$ cat src/hdl/wheel_pkg.sv
// constants and carriers for the touch-wheel command decoder
// assumes one 250 MHz system clock; link pins are asynchronous to it
package wheel_pkg;
  localparam logic [7:0] cmd_null      = 8'h00;
  localparam logic [7:0] cmd_calibrate = 8'h01;
  localparam logic [7:0] cmd_drift     = 8'h03;
  localparam logic [7:0] cmd_status    = 8'h04;
  localparam logic [1:0] cmd_thr_tag   = 2'h2;
  localparam logic [5:0] thr_reset     = 6'h0a;
  localparam logic [3:0] drift_needed  = 4'ha;
  localparam logic [3:0] freerun_drift = 4'h6;
  localparam logic [3:0] cal_bursts    = 4'ha;
  localparam logic [2:0] bit_count     = 3'h7;
  localparam logic [11:0] ref_reset    = 12'h000;
  // time from a completed burst window; long figures are top parameters
  localparam int clk_mhz = 250;

  typedef struct packed {
    logic       touched;
    logic       cal_error;
    logic [6:0] position;
  } sense_t;
endpackage

$ cat src/hdl/touch_wheel_command_decoder.sv
// touch-wheel sensor command decoder with its spi slave shifter
// assumes sclk/ss_n/mosi arrive asynchronously; acquisition engine is outside

`timescale 1ns/1ps

module touch_wheel_command_decoder #(
  parameter int          freerun_period = 50000,
  parameter logic        device_class   = 1'b0, // arbitrary value
  parameter int          sig_width      = 12
) (
  // clock and reset
  input  wire logic                 clk,
  input  wire logic                 rstn,
  // spi link from host
  input  wire logic                 sclk,
  input  wire logic                 ss_n,
  input  wire logic                 mosi,
  output logic                      miso,
  output logic                      data_ready_line,
  // acquisition engine
  input  wire logic [sig_width-1:0] signal_level,
  input  wire logic                 burst_done,
  input  wire logic                 cal_fault,
  input  wire logic [6:0]           position,
  output logic                      burst_start,
  output logic [sig_width-1:0]      reference,
  output logic [7:0]                threshold_level,
  output logic                      touch_detect
);

  ////////////////////////////////////////////////////////////////////
  // synchronisers

  logic [1:0] sclk_s, ss_s, mosi_s;
  logic       sclk_d, ss_d;

  always_ff @(posedge clk or negedge rstn) begin
    if (!rstn) begin
      sclk_s <= 2'h3;
      ss_s   <= 2'h3;
      mosi_s <= 2'h0;
      sclk_d <= 1'b1;
      ss_d   <= 1'b1;
    end else begin
      sclk_s <= {sclk_s[0], sclk};
      ss_s   <= {ss_s[0], ss_n};
      mosi_s <= {mosi_s[0], mosi};
      sclk_d <= sclk_s[1];
      ss_d   <= ss_s[1];
    end
  end

  logic sclk_rise, sclk_fall, ss_rise, ss_fall;
  assign sclk_rise = sclk_s[1] & ~sclk_d;
  assign sclk_fall = ~sclk_s[1] & sclk_d;
  assign ss_rise   = ss_s[1] & ~ss_d;
  assign ss_fall   = ~ss_s[1] & ss_d;

  ////////////////////////////////////////////////////////////////////
  // shifter: sample on rise, change on fall, msb first

  logic [7:0] rx, tx, reply;
  logic [2:0] nbits;
  logic       byte_done;
  logic       framed;

  assign byte_done = ~ss_s[1] & data_ready_line & sclk_rise
                     & (nbits == wheel_pkg::bit_count);

  always_ff @(posedge clk or negedge rstn) begin
    if (!rstn) begin
      rx     <= 8'h00;
      nbits  <= 3'h0;
      tx     <= 8'h00;
      miso   <= 1'b0;
      framed <= 1'b0;
    end else begin
      if (ss_fall) begin
        nbits  <= 3'h0;
        tx     <= reply;
        miso   <= reply[7];
        framed <= 1'b0;
      end else if (!ss_s[1] && data_ready_line) begin
        if (sclk_rise) begin
          rx    <= {rx[6:0], mosi_s[1]};
          nbits <= nbits + 3'h1;
          if (nbits == wheel_pkg::bit_count) framed <= 1'b1;
        end
        // clock idles high, so the first fall must already present bit 7
        if (sclk_fall) begin
          tx   <= {tx[6:0], 1'b0};
          miso <= tx[7];
        end
      end
    end
  end

  ////////////////////////////////////////////////////////////////////
  // command decode

  logic [5:0] thr_op;
  logic       want_status, cal_err;
  logic       burst_req;
  logic [3:0] cal_left, drift_cnt, free_cnt;
  logic [7:0] std_resp, stat_resp;

  assign std_resp = touch_detect ? {1'b1, position}
                                 : {1'b0, device_class, 6'h00};
  assign stat_resp = {touch_detect, device_class, 4'h0, cal_err, 1'b0};
  assign reply = want_status ? stat_resp : std_resp;

  always_ff @(posedge clk or negedge rstn) begin
    if (!rstn) begin
      thr_op      <= wheel_pkg::thr_reset;
      want_status <= 1'b0;
    end else if (byte_done) begin
      want_status <= (rx[6:0] == wheel_pkg::cmd_status[7:1]) && mosi_s[1] ==
                     wheel_pkg::cmd_status[0];
      if (rx[6:5] == wheel_pkg::cmd_thr_tag) thr_op <= {rx[4:0], mosi_s[1]};
    end
  end

  logic [7:0] last_cmd;
  always_ff @(posedge clk or negedge rstn) begin
    if (!rstn) last_cmd <= 8'h00;
    else if (byte_done) last_cmd <= {rx[6:0], mosi_s[1]};
  end

  ////////////////////////////////////////////////////////////////////
  // bursts, calibration, data ready

  // every select rise starts a burst, with or without clocking (nulls, dummies)
  assign burst_req = ss_rise;
  logic [31:0] free_timer;
  // marks a burst started by the free-run timer; only such bursts feed the fixed drift count
  logic        free_burst;

  always_ff @(posedge clk or negedge rstn) begin
    if (!rstn) begin
      burst_start     <= 1'b0;
      cal_left        <= 4'h0;
      cal_err         <= 1'b0;
      data_ready_line <= 1'b1;
      free_timer      <= 32'h0;
      free_burst      <= 1'b0;
    end else begin
      burst_start <= 1'b0;
      if (ss_rise && framed && last_cmd == wheel_pkg::cmd_calibrate) begin
        cal_left        <= wheel_pkg::cal_bursts;
        cal_err         <= 1'b0;
        data_ready_line <= 1'b0;
        burst_start     <= 1'b1;
        free_burst      <= 1'b0;
      end else if (burst_req) begin
        burst_start     <= 1'b1;
        data_ready_line <= 1'b0;
        free_burst      <= 1'b0;
      end else if (burst_done) begin
        if (cal_left > 4'h1) begin
          cal_left    <= cal_left - 4'h1;
          burst_start <= 1'b1;
          if (cal_fault) cal_err <= 1'b1;
        end else begin
          if (cal_left == 4'h1 && cal_fault) cal_err <= 1'b1;
          cal_left        <= 4'h0;
          data_ready_line <= 1'b1;
        end
      end else if (ss_s[1] && ss_d && cal_left == 4'h0) begin
        if (free_timer >= 32'(freerun_period - 1)) begin
          free_timer      <= 32'h0;
          burst_start     <= 1'b1;
          data_ready_line <= 1'b0;
          free_burst      <= 1'b1;
        end else begin
          free_timer <= free_timer + 32'h1;
        end
      end else begin
        // any select activity or calibration restarts the idle count
        free_timer <= 32'h0;
      end
    end
  end

  ////////////////////////////////////////////////////////////////////
  // drift and touch detection

  logic [sig_width-1:0] dev;
  logic                 pending;
  assign dev = signal_level - reference;
  assign threshold_level = {thr_op, 2'h0};

  always_ff @(posedge clk or negedge rstn) begin
    if (!rstn) begin
      touch_detect <= 1'b0;
      reference    <= sig_width'(wheel_pkg::ref_reset);
      drift_cnt    <= 4'h0;
      free_cnt     <= 4'h0;
      pending      <= 1'b0;
    end else begin
      if (byte_done && {rx[6:0], mosi_s[1]} == wheel_pkg::cmd_drift
          && !touch_detect) pending <= 1'b1;
      if (cal_left == 4'h1 && burst_done) begin
        reference <= signal_level;
        touch_detect <= 1'b0;
      end else if (burst_done && cal_left == 4'h0) begin
        if (!touch_detect && $signed(dev) >= $signed({1'b0, threshold_level}))
          touch_detect <= 1'b1;
        else if (touch_detect && $signed(dev) <
                 $signed({1'b0, threshold_level} - {4'h0, threshold_level[7:3]}))
          touch_detect <= 1'b0;
        if (pending || (free_burst && !touch_detect)) begin
          pending <= 1'b0;
          if (pending ? drift_cnt == wheel_pkg::drift_needed - 4'h1
                      : free_cnt == wheel_pkg::freerun_drift - 4'h1) begin
            if (pending) drift_cnt <= 4'h0;
            else free_cnt <= 4'h0;
            if ($signed(dev) > 0) reference <= reference + sig_width'(1);
            else if ($signed(dev) < 0) reference <= reference - sig_width'(1);
          end else if (pending) drift_cnt <= drift_cnt + 4'h1;
          else free_cnt <= free_cnt + 4'h1;
        end
      end
    end
  end

endmodule

$ cat config.mk
export PLATFORM = sky130hd
export DESIGN_NAME = touch_wheel_command_decoder
export DESIGN_NICKNAME = d
export VERILOG_FILES = /design/src/hdl/wheel_pkg.sv /design/src/hdl/touch_wheel_command_decoder.sv
export SDC_FILE = /design/constraint.sdc
export NUM_CORES = 1
export LEC_CHECK = 0
export BUFFER_PORTS_ARGS = -buffer_cell sky130_fd_sc_hd__buf_2
export CAP_MARGIN = 5
export CORE_AREA = 10 10 93 156
export DETAILED_ROUTE_END_ITERATION = 10
export DIE_AREA = 0 0 103 166
export PLACE_DENSITY_LB_ADDON = 0.05
export SYNTH_ARGS = -nofsm -noshare
export SYNTH_HDL_FRONTEND = slang
export SYNTH_SLANG_ARGS = --single-unit
$ cat constraint.sdc
create_clock -name clk -period 4.4 [get_ports clk]
set_input_delay 1.1 -clock clk [delete_from_list [all_inputs] [get_ports clk]]
set_output_delay 1.1 -clock clk [all_outputs]
set_load 0.02 [all_outputs]
Word level (Yosys, flattened, before mapping) --
Index checks and enable logic that the tools add are counted.
Storage, ports and cells: bits in registers 105, output and inout port bits 24
Cells by class: mux-type cells 65, bitwise operators 18, reductions and logical operators 47, add/subtract/negate cells 9, equality and inequality tests 12, order comparisons 6
Operator list (count):
- $mux 12 | 6
- $mux 32 | 2
- $mux 4 | 10
- $mux 8 | 5
- $mux 1 | 39
- $add 32x1->32 const B | 1
- $ge 32x16->1 const B | 1
- $reduce_and 4->1 | 4
- $reduce_bool 2->1 | 8
- $reduce_and 3->1 | 5
- $reduce_bool 3->1 | 5
- $logic_and 1x1->1 | 14
- $add 12x1->12 const B | 1
- $ge 12x9->1 | 1
- $gt 12x1->1 const B | 1
- $lt 12x1->1 const B | 1
- $lt 12x9->1 | 1
- $sub 12x1->12 const B | 1
- $sub 12x12->12 | 1
- $not 1->1 | 11
- $reduce_and 2->1 | 5
- $mux 3 | 3
- $sub 8x5->9 | 1
- $add 4x1->4 const B | 2
- other kinds (20) | 28

Longest topological paths before layout --
Gate-level depths: netlist (run 1).
depth in word-level cells 10, gate-level depth with buffers 19, gate-level depth less buffers 19

Worst setup path before layout (run 1) --
OpenSTA, ideal clock, no wires.
path type in2reg, start point input port signal_level[0], end point register reference[11], data arrival time 5.129 ns, data required time 4.268 ns, slack -0.862 ns, stages on the path 19, path buffers 0, cell sequence inv_1 ha_1 fa_1 nand2b_1 a21oi_1 or4b_4 a21o_1 a222oi_1 nand2_1 nand2_1 ha_1 nand2_1 nand2_1 a2111oi_0 o21ai_0 o41ai_1 o21ai_0 a211oi_1 o22ai_1
On the way: longest elaborated chain between the ends 7, elaborated cells on any way between the ends 10, classes of those cells add/sub: 1; order compare: 2; mux: 5; reduce/logical: 2
Ends and longest elaborated chain:
- start, declared | line touch_wheel_command_decoder.sv:21 | input wire logic [sig_width-1:0] signal_level,
- $sub 12x12->12 * | line touch_wheel_command_decoder.sv:189 | assign dev = signal_level - reference;
- $gt 12x1->1 | line touch_wheel_command_decoder.sv:217 | if ($signed(dev) > 0) reference <= reference + sig_width'(1);
- $mux 12 | line touch_wheel_command_decoder.sv:217
- $mux 12 | line touch_wheel_command_decoder.sv:213 | if (pending ? drift_cnt == wheel_pkg::drift_needed - 4'h1
- $mux 12 | line touch_wheel_command_decoder.sv:211 | if (pending || (free_burst && !touch_detect)) begin
- $mux 12 | line touch_wheel_command_decoder.sv:205 | end else if (burst_done && cal_left == 4'h0) begin
- $mux 12 | line touch_wheel_command_decoder.sv:202 | if (cal_left == 4'h1 && burst_done) begin
- end signal, assigned | line touch_wheel_command_decoder.sv:203 | reference <= signal_level;
- end signal, assigned | line touch_wheel_command_decoder.sv:217
- end signal, assigned | line touch_wheel_command_decoder.sv:218 | else if ($signed(dev) < 0) reference <= reference - sig_width'(1);
- end, declared | line touch_wheel_command_decoder.sv:26 | output logic [sig_width-1:0] reference,
Mark *: on every way between the ends. The rest lies on a longest branch, timed or not. The select of a mux whose other input is x is not followed. A chain may end at the register's enable or synchronous reset.

Final worst setup path (run 1) --
Ends and elaborated chain as after synthesis.

==> results.py, run 1 <==
metrics = {
    "outcome": {
        "status": "complete, but fails checks",
        "violations": "setup timing",
    },
    "global_routing": {
        "overflow": 0,
        "grt_pass1_wl_um": 27320,
        "grt_pass1_vias": 5732,
        "grt_max_degree": 52,
        "track_usage_pct": 19.70,
        "antenna_found_initial": 0,
    },
    "yosys": {
        "synthFlopType": "dfrtp_1",
        "syn_inst": 661,
        "synth_seq_area_share_pct": 41.50,
        "synth.distinct_cells": 72,
        "synth_area_per_cell_um2": 9.620,
        "syn_area_um2": 6359,
        "synth-seq-cells": 105,
        "yosysMostFrequentCell": "dfrtp_1",
        "synth-edff-count": 0,
        "ys_warn_count": 0,
        "async_flop_share_pct": 100.0,
        "yosys.area.top_type": "dfrtp_1",
        "synth_top_cell_area_share_pct": 37.78,
        "synth_area_leaders": "dfrtp_1 (38%), ha_1 (10%), mux2_2 (4.1%), dfstp_2 (3.7%), o21ai_0 (3.6%)",
        "synth_common_cells": "dfrtp_1 (96), nand2_1 (55), ha_1 (53), nor2_1 (53), o21ai_0 (46)",
    },
    "routing": {
        "drt-total-wl_um": 16850,
        "drc": 0,
        "drt_iter0_drc": 202,
        "firstDrtPassIters": 7,
        "wire_per_inst_um": 18.06,
        "vias_per_cell": 5.968,
        "num_vias": 5568,
        "ant_nets": 0,
    },
    "floorplanning": {
        "coreArea_um2": 11940,
        "top_level_ports": 50,
        "rows": 53,
        "start_util_pct": 53.27,
        "dieArea_um2": 17100,
        "die_x_um": 103,
        "die_h_um": 166,
    },
    "critical_path": {
        "crit_chain": "buf_12, inv_12, ha_4, fa_2, nand2b_4, a21oi_4, or4b_4, a21o_1, a222oi_1, buf_4, nand2_4, nand2_8, buf_4, ha_4, a21oi_4, nor2_2, a2111oi_2, o21ai_2, o41ai_2, buf_4, o21ai_1, a211oi_1, o22ai_1",
        "start_kind": "primary input",
        "endpoint_kind": "flip-flop",
        "crit_type": "in2reg",
        "crit_arrival_ns": 4.95,
        "worstPathRequired_ns": 4.62,
        "cpMostUsedCell": "buf_4",
        "cp_slowest_cell": "or4b_4",
        "cpPeakStageDelay_ns": 0.49,
        "crit_fanout": 6,
    },
    "sta": {
        "rsz0062_at_grt": "yes",
        "fin_setup_tns_ns": -1.044,
        "final.period_utilization_pct": 107.6,
        "holdWs_ns": 0.3551,
        "tightest_slew_ns": 1.025,
        "max_slew_margin_pct": 30.75,
        "fmax_mhz": 211.2,
        "hold_violations": 0,
        "fin_ws_ns": -0.3344,
        "min_period_ns": 4.734,
        "worst_clock_skew_ns": 0.007954,
        "slew_viol_final": 0,
        "setup_viol_count_final": 5,
    },
    "layout": {
        "finish.instance_area_um2": 8102,
        "layout-drive-gt1-share_pct": 31.57,
        "nets": 871,
        "fin_util_pct": 67.87,
        "fill_cells": 932,
        "area_delta_synth_final_pct": 27.41,
        "multi_input_area_um2": 3909,
        "regArea_um2": 2639,
    },
    "cts": {
        "clockBufferDepth": 2,
        "path_clk_slew_ns": 0.07,
        "ctsHtreeMaxLevel": 3,
        "cts_root_buf": "clkbuf_16",
        "cts_buffers": 9,
        "clk_latency_ns": 0.35,
        "cts.sink_count": 105,
        "cts_hold_buf": 0,
        "cts_tree": "done",
    },
    "place": {
        "placed_cell_area_um2": 7321,
        "hpwl_um": 12350,
        "gp_congestion": 0.8738,
        "port_buffers": 47,
    },
    "flow_run": {
        "cap_violations": 0,
    },
    "hold_path": {
        "worstHoldPathType": "reg2reg",
    },
    "pwr": {
        "leakage_nw": 3.820,
        "power_density_nw_per_um2": 740.5,
        "ir_drop_mv": 0.3533,
        "p_total_mw": 5.999,
    },
}
[placed cells by master (no fill, tap or decap), types with 6 or more instances in the layout]
cell	n
nor2_1	52
clkbuf_16	9
dfstp_2	9
ha_1	44
a31oi_1	6
ha_4	9
a21oi_1	27
and2_1	19
o21ai_0	44
buf_2	45
nand3_2	7
o31ai_1	6
nor2b_1	9
mux2_2	23
nand2_1	50
xor2_1	6
buf_4	87
nor3_1	15
and3_1	13
a21o_1	10
nor4_1	7
mux2i_1	7
nand2b_1	9
nand3_1	21
xnor2_1	13
dfrtp_1	96
o21a_1	8
inv_1	31
[through the flow]
stage          cells  setup slack (ns)
2_1_floorplan    662           -0.6108
5_1_grt          932           -0.4681
6_report         933           -0.3344
4_1_cts          925           -0.3912
3_5_place_dp     889           -0.8003
3_3_place_gp     889           -0.7391
[power breakdown]
part           total, mW  switching (mW)  internal, mW
Combinational       3.83            1.94          1.89
Sequential          1.28           0.156          1.12
Clock              0.893           0.382         0.511
[path summary, 6_finish.rpt]
kind,startpoint,endpoint,slack (ns),cells past startpoint
max,signal_level[0],reference[11]$_DFFE_PN0P_,-0.33,23
min reg2reg,mosi_s[0]$_DFF_PN0_,mosi_s[1]$_DFF_PN0_,0.36,0
min,mosi_s[0]$_DFF_PN0_,mosi_s[1]$_DFF_PN0_,0.36,0
max reg2reg,reference[8]$_DFFE_PN0P_,reference[11]$_DFFE_PN0P_,0.04,21
max in group asynchronous,rstn,ss_d$_DFF_PN1_,2.66,2
min in group asynchronous,rstn,reference[6]$_DFFE_PN0P_,0.76,1
[what timing repair did]
action / in CTS / in global routing
endpoints found under the hold margin: 0 / 0
gates cloned: 1 / 1
resized for setup: 19 / 25
buffers inserted: 19 / 10
pin swaps: 21 / 29
setup endpoints to repair: 6 / 13
[layout make-up]
type	count	area share, %
clock inverters	7	1.390
multi-input cells	508	48.25
repair buffers	134	11.23
flip-flops and latches	105	32.57
well taps	137	2.116
diodes	1	0.03089
inverters	32	1.637
clock buffers	9	2.780
[routing by layer]
layer  wire length, um  track usage (%)  vias up
met5                 0                0        -
met4               670            8.511        0
met3               546            3.165       47
met2              9178            36.00      148
met1              6450            21.09     2735
li1                  -                -     2638
[flip-flops by register name, summed over array words and instances, names as in the netlist, 2 cells and up]
register	cells
cal_left	4
drift_cnt	4
free_cnt	4
free_timer	32
last_cmd	8
mosi_s	2
nbits	3
reference	12
rx	7
sclk_s	2
ss_s	2
thr_op	6
tx	8
[worst max-delay path, delay by kind of cell]
kind	cells	cell delay [ns]
AOI/OAI and AO/OA	10	1.75
adders and majority gates	3	0.53
buffers and inverters	5	0.64
and+or+nand+nor	5	0.90
[cell families (layout without fill, tap and decap cells)]
family	Yosys count	after routing	share of synthesized area, %
and+or+nand+nor	242	243	19.48
AOI/OAI and AO/OA	154	155	16.25
DFF	105	105	41.50
adders and majority gates	55	55	11.06
buffers and inverters	51	182	3.306
muxes	30	30	5.175
xor gates and xnor gates	23	23	3.168
other	1	3	0.05898
Note: power is estimated with default switching activity, not from simulation.
==> inputs of run 2 (changes only) <==
==> constraint.sdc (replaced) <==
create_clock -name clk -period 4.1 [get_ports clk]
set_input_delay 1.025 -clock clk [delete_from_list [all_inputs] [get_ports clk]]
set_output_delay 1.025 -clock clk [all_outputs]
set_load 0.02 [all_outputs]
==> results.py, run 2 (synthesis results as in run 1) <==
metrics = {
    "global_routing": {
        "overflow": 0,
        "grt_pass1_vias": 5737,
        "grt_pass1_wl_um": 27250,
        "grt_max_degree": 54,
        "antenna_found_initial": 0,
        "track_usage_pct": 19.61,
    },
    "critical_path": {
        "crit_fanout": 6,
        "cpPeakStageDelay_ns": 0.50,
        "r2r_cells": 18,
        "worstPathRequired_ns": 4.36,
        "crit_chain": "buf_2, ha_4, and3_4, a21boi_0, a41o_2, o41a_1, xnor2_2, nand2_4, buf_4, fa_2, a21oi_4, o211ai_1, or4_1, a31oi_1, o21bai_1, xnor2_1, and3_1, a311oi_2",
        "cp_top_family": "compound AO/OA/AOI/OAI gates",
        "crit_buf_inv": 2,
        "crit_arrival_ns": 4.89,
        "crit_type": "in2reg",
        "crit_cells": 18,
        "endpoint_kind": "flip-flop",
        "cp_slowest_cell": "or4_1",
        "start_kind": "primary input",
    },
    "sta": {
        "fmax_mhz": 216.2,
        "max_slew_margin_pct": 43.50,
        "final.period_utilization_pct": 112.8,
        "holdWs_ns": 0.3568,
        "slew_viol_final": 0,
        "min_period_ns": 4.626,
        "rsz0062_at_grt": "yes",
        "fin_ws_ns": -0.5255,
        "tightest_slew_ns": 0.8457,
        "setup_viol_count_final": 6,
        "hold_violations": 0,
        "worst_clock_skew_ns": 0.009438,
        "fin_setup_tns_ns": -2.211,
    },
    "hold_path": {
        "holdPathStages": 0,
        "worstHoldPathType": "reg2reg",
    },
    "layout": {
        "finish.instance_area_um2": 8190,
        "layout-drive-gt1-share_pct": 32.09,
        "fin_util_pct": 68.62,
        "top_regs": "free_timer (32), reference (12)",
        "largest_register": "free_timer",
        "layout_commonest_cell": "dfrtp_1",
        "fill_cells": 920,
        "fin_cells": 942,
        "nets": 880,
        "area_delta_synth_final_pct": 28.81,
        "largest_register_ffs": 32,
        "layout_common_cells": "dfrtp_1 (96), buf_4 (91), nor2_1 (51)",
    },
    "cts": {
        "cts_tree": "done",
        "cts_buffers": 9,
        "cts_root_buf": "clkbuf_16",
        "cts_hold_buf": 0,
        "clk_latency_ns": 0.36,
        "clockBufferDepth": 2,
        "path_clk_slew_ns": 0.07,
        "cts.sink_count": 105,
        "ctsHtreeMaxLevel": 3,
    },
    "routing": {
        "drc": 0,
        "vias_per_cell": 5.867,
        "wire_per_inst_um": 17.61,
        "drt-total-wl_um": 16590,
        "firstDrtPassIters": 5,
        "num_vias": 5527,
        "ant_nets": 0,
        "drt_iter0_drc": 235,
    },
    "floorplanning": {
        "start_util_pct": 53.27,
        "top_level_ports": 50,
        "die_h_um": 166,
        "coreArea_um2": 11940,
        "rows": 53,
        "die_x_um": 103,
        "dieArea_um2": 17100,
    },
    "pwr": {
        "leakage_nw": 3.850,
        "power_density_nw_per_um2": 810.7,
        "ir_drop_mv": 0.3815,
    },
    "place": {
        "post-place-cells": 898,
        "port_buffers": 47,
        "gp_congestion": 0.9024,
        "hpwl_um": 12280,
        "placed_cell_area_um2": 7388,
    },
    "outcome": {
        "status": "complete, but fails checks",
        "violations": "setup timing",
    },
    "flow_run": {
        "cap_violations": 0,
    },
}
-- run 2: cell types whose count changed in the layout (fill, tap and decap cells not counted), moves of 2 or more --
cell      change
buf_6         +5
nand3_1       +4
o21ai_1       +2
inv_6         +2
nand2_4       +2
xor2_1        +3
ha_1          -4
buf_4         +4
nand3_2       -4
ha_4          +4
a221oi_2      -2
xor2_2        -3
a221oi_1      +2
o21ai_0       -3
-- run 2: what timing repair did --
action / CTS / global route
endpoints found under the setup margin: 7 / 13
gates resized for setup: 32 / 20
buffers inserted: 26 / 6
gates cloned: 0 / 1
pin swaps: 33 / 26
-- run 2: worst paths after layout --
check | from | end | slack [ns]
hold / removal | sclk_s[0]$_DFF_PN1_ | sclk_s[1]$_DFF_PN1_ | 0.36
setup reg to reg | reference[7]$_DFFE_PN0P_ | reference[10]$_DFFE_PN0P_ | -0.19
setup / recovery | signal_level[7] | reference[10]$_DFFE_PN0P_ | -0.53
hold reg to reg | sclk_s[0]$_DFF_PN1_ | sclk_s[1]$_DFF_PN1_ | 0.36
min in group asynchronous | rstn | reference[8]$_DFFE_PN0P_ | 0.69
max in group asynchronous | rstn | thr_op[3]$_DFFE_PN1P_ | 2.51
-- run 2: where the power goes --
| group | total [mW] | internal, mW | leakage (nW) | switching, mW |
|---|---|---|---|---|
| clock | 0.894 | 0.485 | 0.146 | 0.409 |
| sequential | 1.37 | 1.20 | 1.34 | 0.164 |
| combinational | 4.38 | 2.25 | 2.36 | 2.13 |
| total | 6.64 | 3.93 | 3.85 | 2.71 |
-- run 2: cell type report --
class / count / area, um^2 / share of cell area, %
diodes: 1 / 2.502 / 0.03055
clock buffers: 9 / 225.2 / 2.750
clock inverters: 7 / 87.58 / 1.069
inverters: 32 / 132.6 / 1.619
multi-input cells: 507 / 3916 / 47.82
flip-flops and latches: 105 / 2639 / 32.22
well taps: 137 / 171.4 / 2.093
repair buffers: 144 / 1016 / 12.40
-- run 2: metal layers --
metal / share of wire [%] / track usage (%)
met4: 3.0 / 8.571
met1: 39 / 21.60
met2: 55 / 35.59
met5: 0 / 0
met3: 3.3 / 2.499
-- run 2: per-stage QoR --
stage	setup WS, ns	power [mW]
CTS	-0.5712	6.390
detailed placement	-1.093	4.914
global route	-0.7366	7.127
finish	-0.5255	6.640
global placement	-0.9780	4.771
floorplan	-0.8358	3.632
-- run 2: worst reg2reg max path: cells and delay by family (launching register included) --
| kind | cells | cell delay [ns] |
|---|---|---|
| buffers and inverters | 2 | 0.27 |
| xor gates and xnor gates | 2 | 0.37 |
| adders and majority gates | 2 | 0.65 |
| and+or+nand+nor | 4 | 0.98 |
| DFF | 1 | 0.38 |
| AOI/OAI and AO/OA | 8 | 1.54 |
==> inputs of run 3 (changes only) <==
--- a/config.mk
+++ b/config.mk
@@ -10,7 +10,8 @@
 export CORE_AREA = 10 10 93 156
 export DETAILED_ROUTE_END_ITERATION = 10
 export DIE_AREA = 0 0 103 166
-export PLACE_DENSITY_LB_ADDON = 0.05
+export HOLD_SLACK_MARGIN = 0.15
+export PLACE_DENSITY = 0.8
 export SYNTH_ARGS = -nofsm -noshare
 export SYNTH_HDL_FRONTEND = slang
 export SYNTH_SLANG_ARGS = --single-unit
==> results.py, run 3 (synthesis results as in run 1) <==
metrics = {
    "critical_path": {
        "endpoint_kind": "flip-flop",
        "r2r_slack_ns": -0.22,
        "cpMostUsedCell": "ha_4",
        "worstPathRequired_ns": 4.35,
        "cpPeakStageDelay_ns": 0.51,
        "start_kind": "primary input",
        "crit_cells": 20,
        "crit_chain": "buf_12, inv_12, ha_4, fa_2, nand2b_4, a21oi_4, or4b_4, a21o_1, a222oi_1, nand2_2, nand2_8, ha_4, a21oi_2, o211ai_1, or4_4, a31oi_1, o21bai_1, xnor2_1, and3_1, a311oi_2",
        "crit_fanout": 7,
        "crit_type": "in2reg",
        "r2r_cells": 18,
        "cp-endpoint": "reference[10]$_DFFE_PN0P_",
        "cp_slowest_cell": "or4_4",
        "worstSetupStartpoint": "signal_level[0]",
        "crit_arrival_ns": 4.92,
        "crit_buf_inv": 2,
        "cp_top_family": "simple AND/OR/NAND/NOR gates",
        "r2r-start": "reference[8]$_DFFE_PN0P_",
        "r2r_end": "reference[10]$_DFFE_PN0P_",
    },
    "sta": {
        "rsz0062_at_grt": "yes",
        "final.period_utilization_pct": 113.8,
        "hold_violations": 0,
        "fin_ws_ns": -0.5656,
        "tightest_slew_ns": 0.9125,
        "slew_viol_final": 0,
        "fmax_mhz": 214.3,
        "min_period_ns": 4.666,
        "setup_viol_count_final": 8,
        "max_slew_margin_pct": 39.17,
        "worst_clock_skew_ns": 0.006578,
    },
    "layout": {
        "layout_commonest_cell": "dfrtp_1",
        "nets": 870,
        "finish.instance_area_um2": 7970,
        "top_regs": "free_timer (32), reference (12)",
        "layout-drive-gt1-share_pct": 30.23,
        "layout_common_cells": "dfrtp_1 (96), buf_4 (86), nor2_1 (51)",
        "num_antenna_cells": 0,
        "largest_register_ffs": 32,
        "area_delta_synth_final_pct": 25.34,
        "largest_register": "free_timer",
    },
    "hold_path": {
        "worstHoldPathType": "reg2reg",
    },
    "floorplanning": {
        "dieArea_um2": 17100,
        "top_level_ports": 50,
        "die_h_um": 166,
        "start_util_pct": 53.27,
        "coreArea_um2": 11940,
        "die_x_um": 103,
        "rows": 53,
    },
    "routing": {
        "num_vias": 5619,
        "drt-total-wl_um": 16670,
        "drt_iter0_drc": 297,
        "wl_met3_um": 699,
        "drc": 0,
        "wl_met2_um": 9176,
        "top_layer_used": "met4",
        "ant_nets": 0,
        "m1WireLength_um": 6158,
        "vias_per_cell": 6.035,
        "wire_per_inst_um": 17.91,
        "firstDrtPassIters": 5,
    },
    "place": {
        "gp_congestion": 0.9217,
        "placed_cell_area_um2": 7433,
        "hpwl_um": 12400,
        "port_buffers": 47,
    },
    "pwr": {
        "p_sw_mw": 2.660,
        "p_total_mw": 6.388,
        "p_int_mw": 3.728,
        "leakage_nw": 3.785,
        "p_sw_share_pct": 41.65,
        "power_density_nw_per_um2": 801.5,
        "combPwrFrac_pct": 65.8,
        "ir_drop_mv": 0.3786,
        "pwr-share-seq_pct": 21.5,
        "pwr-share-clk_pct": 12.7,
    },
    "global_routing": {
        "grt_max_degree": 73,
        "grt_pass1_vias": 5899,
        "track_usage_pct": 19.60,
        "antenna_found_initial": 0,
        "overflow": 0,
        "grt_pass1_wl_um": 27120,
    },
    "cts": {
        "cts_tree": "done",
        "cts_hold_buf": 0,
        "cts_root_buf": "clkbuf_16",
        "path_clk_slew_ns": 0.07,
        "ctsHtreeMaxLevel": 3,
        "cts_buffers": 9,
        "cts.sink_count": 105,
        "clockBufferDepth": 2,
        "clk_latency_ns": 0.35,
    },
    "outcome": {
        "violations": "setup timing",
        "status": "complete, but fails checks",
    },
    "flow_run": {
        "cap_violations": 0,
    },
}
[run 3: cell count changes in the layout (fill, tap and decap cells not counted), moves of 3 or more]
| cell | delta |
|---|---|
| buf_4 | -5 |
| o21ai_0 | +3 |
| ha_4 | -3 |
| buf_6 | -3 |
| nand2_4 | -3 |
| nand2_2 | +3 |
| ha_1 | +3 |
[run 3: stage by stage]
stage	worst slack (ns)	setup TNS (ns)	hold slack [ns]	util, %	cells
after floorplan	-0.8358	-3.990	0.3312	-	662
after global placement	-1.017	-6.428	0.3400	62.27	904
after detailed placement	-1.231	-7.968	0.3410	62.27	904
after CTS	-0.5844	-2.453	0.3582	65.95	926
after global routing	-0.7359	-3.935	0.3658	66.77	931
final	-0.5656	-2.638	0.3544	66.77	931
[run 3: per-layer routing]
layer / global-route usage [%] / vias to the layer above
met1: 19.65 / 2739
met2: 36.06 / 179
li1: - / 2652
met4: 9.848 / 0
met3: 3.998 / 49
met5: 0 / -
[run 3: layout make-up]
type | count | area (um^2)
clock buffers | 11 | 232.7
clock inverters | 5 | 38.79
fillers | 915 | 3966
inverters | 32 | 132.6
multi-input cells | 506 | 3831
flip-flops and latches | 105 | 2639
well taps | 137 | 171.4
repair buffers | 135 | 924.6
[run 3: worst register-to-register path: stages (launching register included)]
cell and delay, ns:
dfrtp_1 0.39, inv_1 0.14, ha_4 0.24, a21oi_2 0.14
nand2_1 0.09, or4b_4 0.54, a21o_1 0.18, a222oi_1 0.44
nand2_2 0.19, nand2_8 0.15, ha_4 0.22, a21oi_2 0.12
o211ai_1 0.13, or4_4 0.51, a31oi_1 0.19, o21bai_1 0.11
xnor2_1 0.12, and3_1 0.15, a311oi_2 0.19
[run 3: worst min-delay path by stage]
stage | from | to | slack, ns | cells after the start
floorplan | mosi_s[0]$_DFF_PN0_ | mosi_s[1]$_DFF_PN0_ | 0.33 | 0
global placement | mosi_s[0]$_DFF_PN0_ | mosi_s[1]$_DFF_PN0_ | 0.34 | 0
detailed placement | mosi_s[0]$_DFF_PN0_ | mosi_s[1]$_DFF_PN0_ | 0.34 | 0
CTS | ss_s[0]$_DFF_PN1_ | ss_s[1]$_DFF_PN1_ | 0.36 | 0
global route | sclk_s[0]$_DFF_PN1_ | sclk_s[1]$_DFF_PN1_ | 0.37 | 0
finish | mosi_s[0]$_DFF_PN0_ | mosi_s[1]$_DFF_PN0_ | 0.35 | 0
[run 3: power groups by stage]
stage	Sequential, mW	Clock (mW)	Combinational (mW)
final	1.37	0.813	4.20
after global routing	1.39	0.876	4.58
after CTS	1.37	0.822	3.89
after detailed placement	1.38	0	3.59
after global placement	1.37	0	3.43
after floorplan	1.45	0	2.18
[run 3: what timing repair did]
| action | in CTS | in global routing |
|---|---|---|
| pin swaps | 17 | 12 |
| buffers inserted | 6 | 5 |
| gates resized for setup | 25 | 10 |
| endpoints found under the setup margin | 9 | 9 |
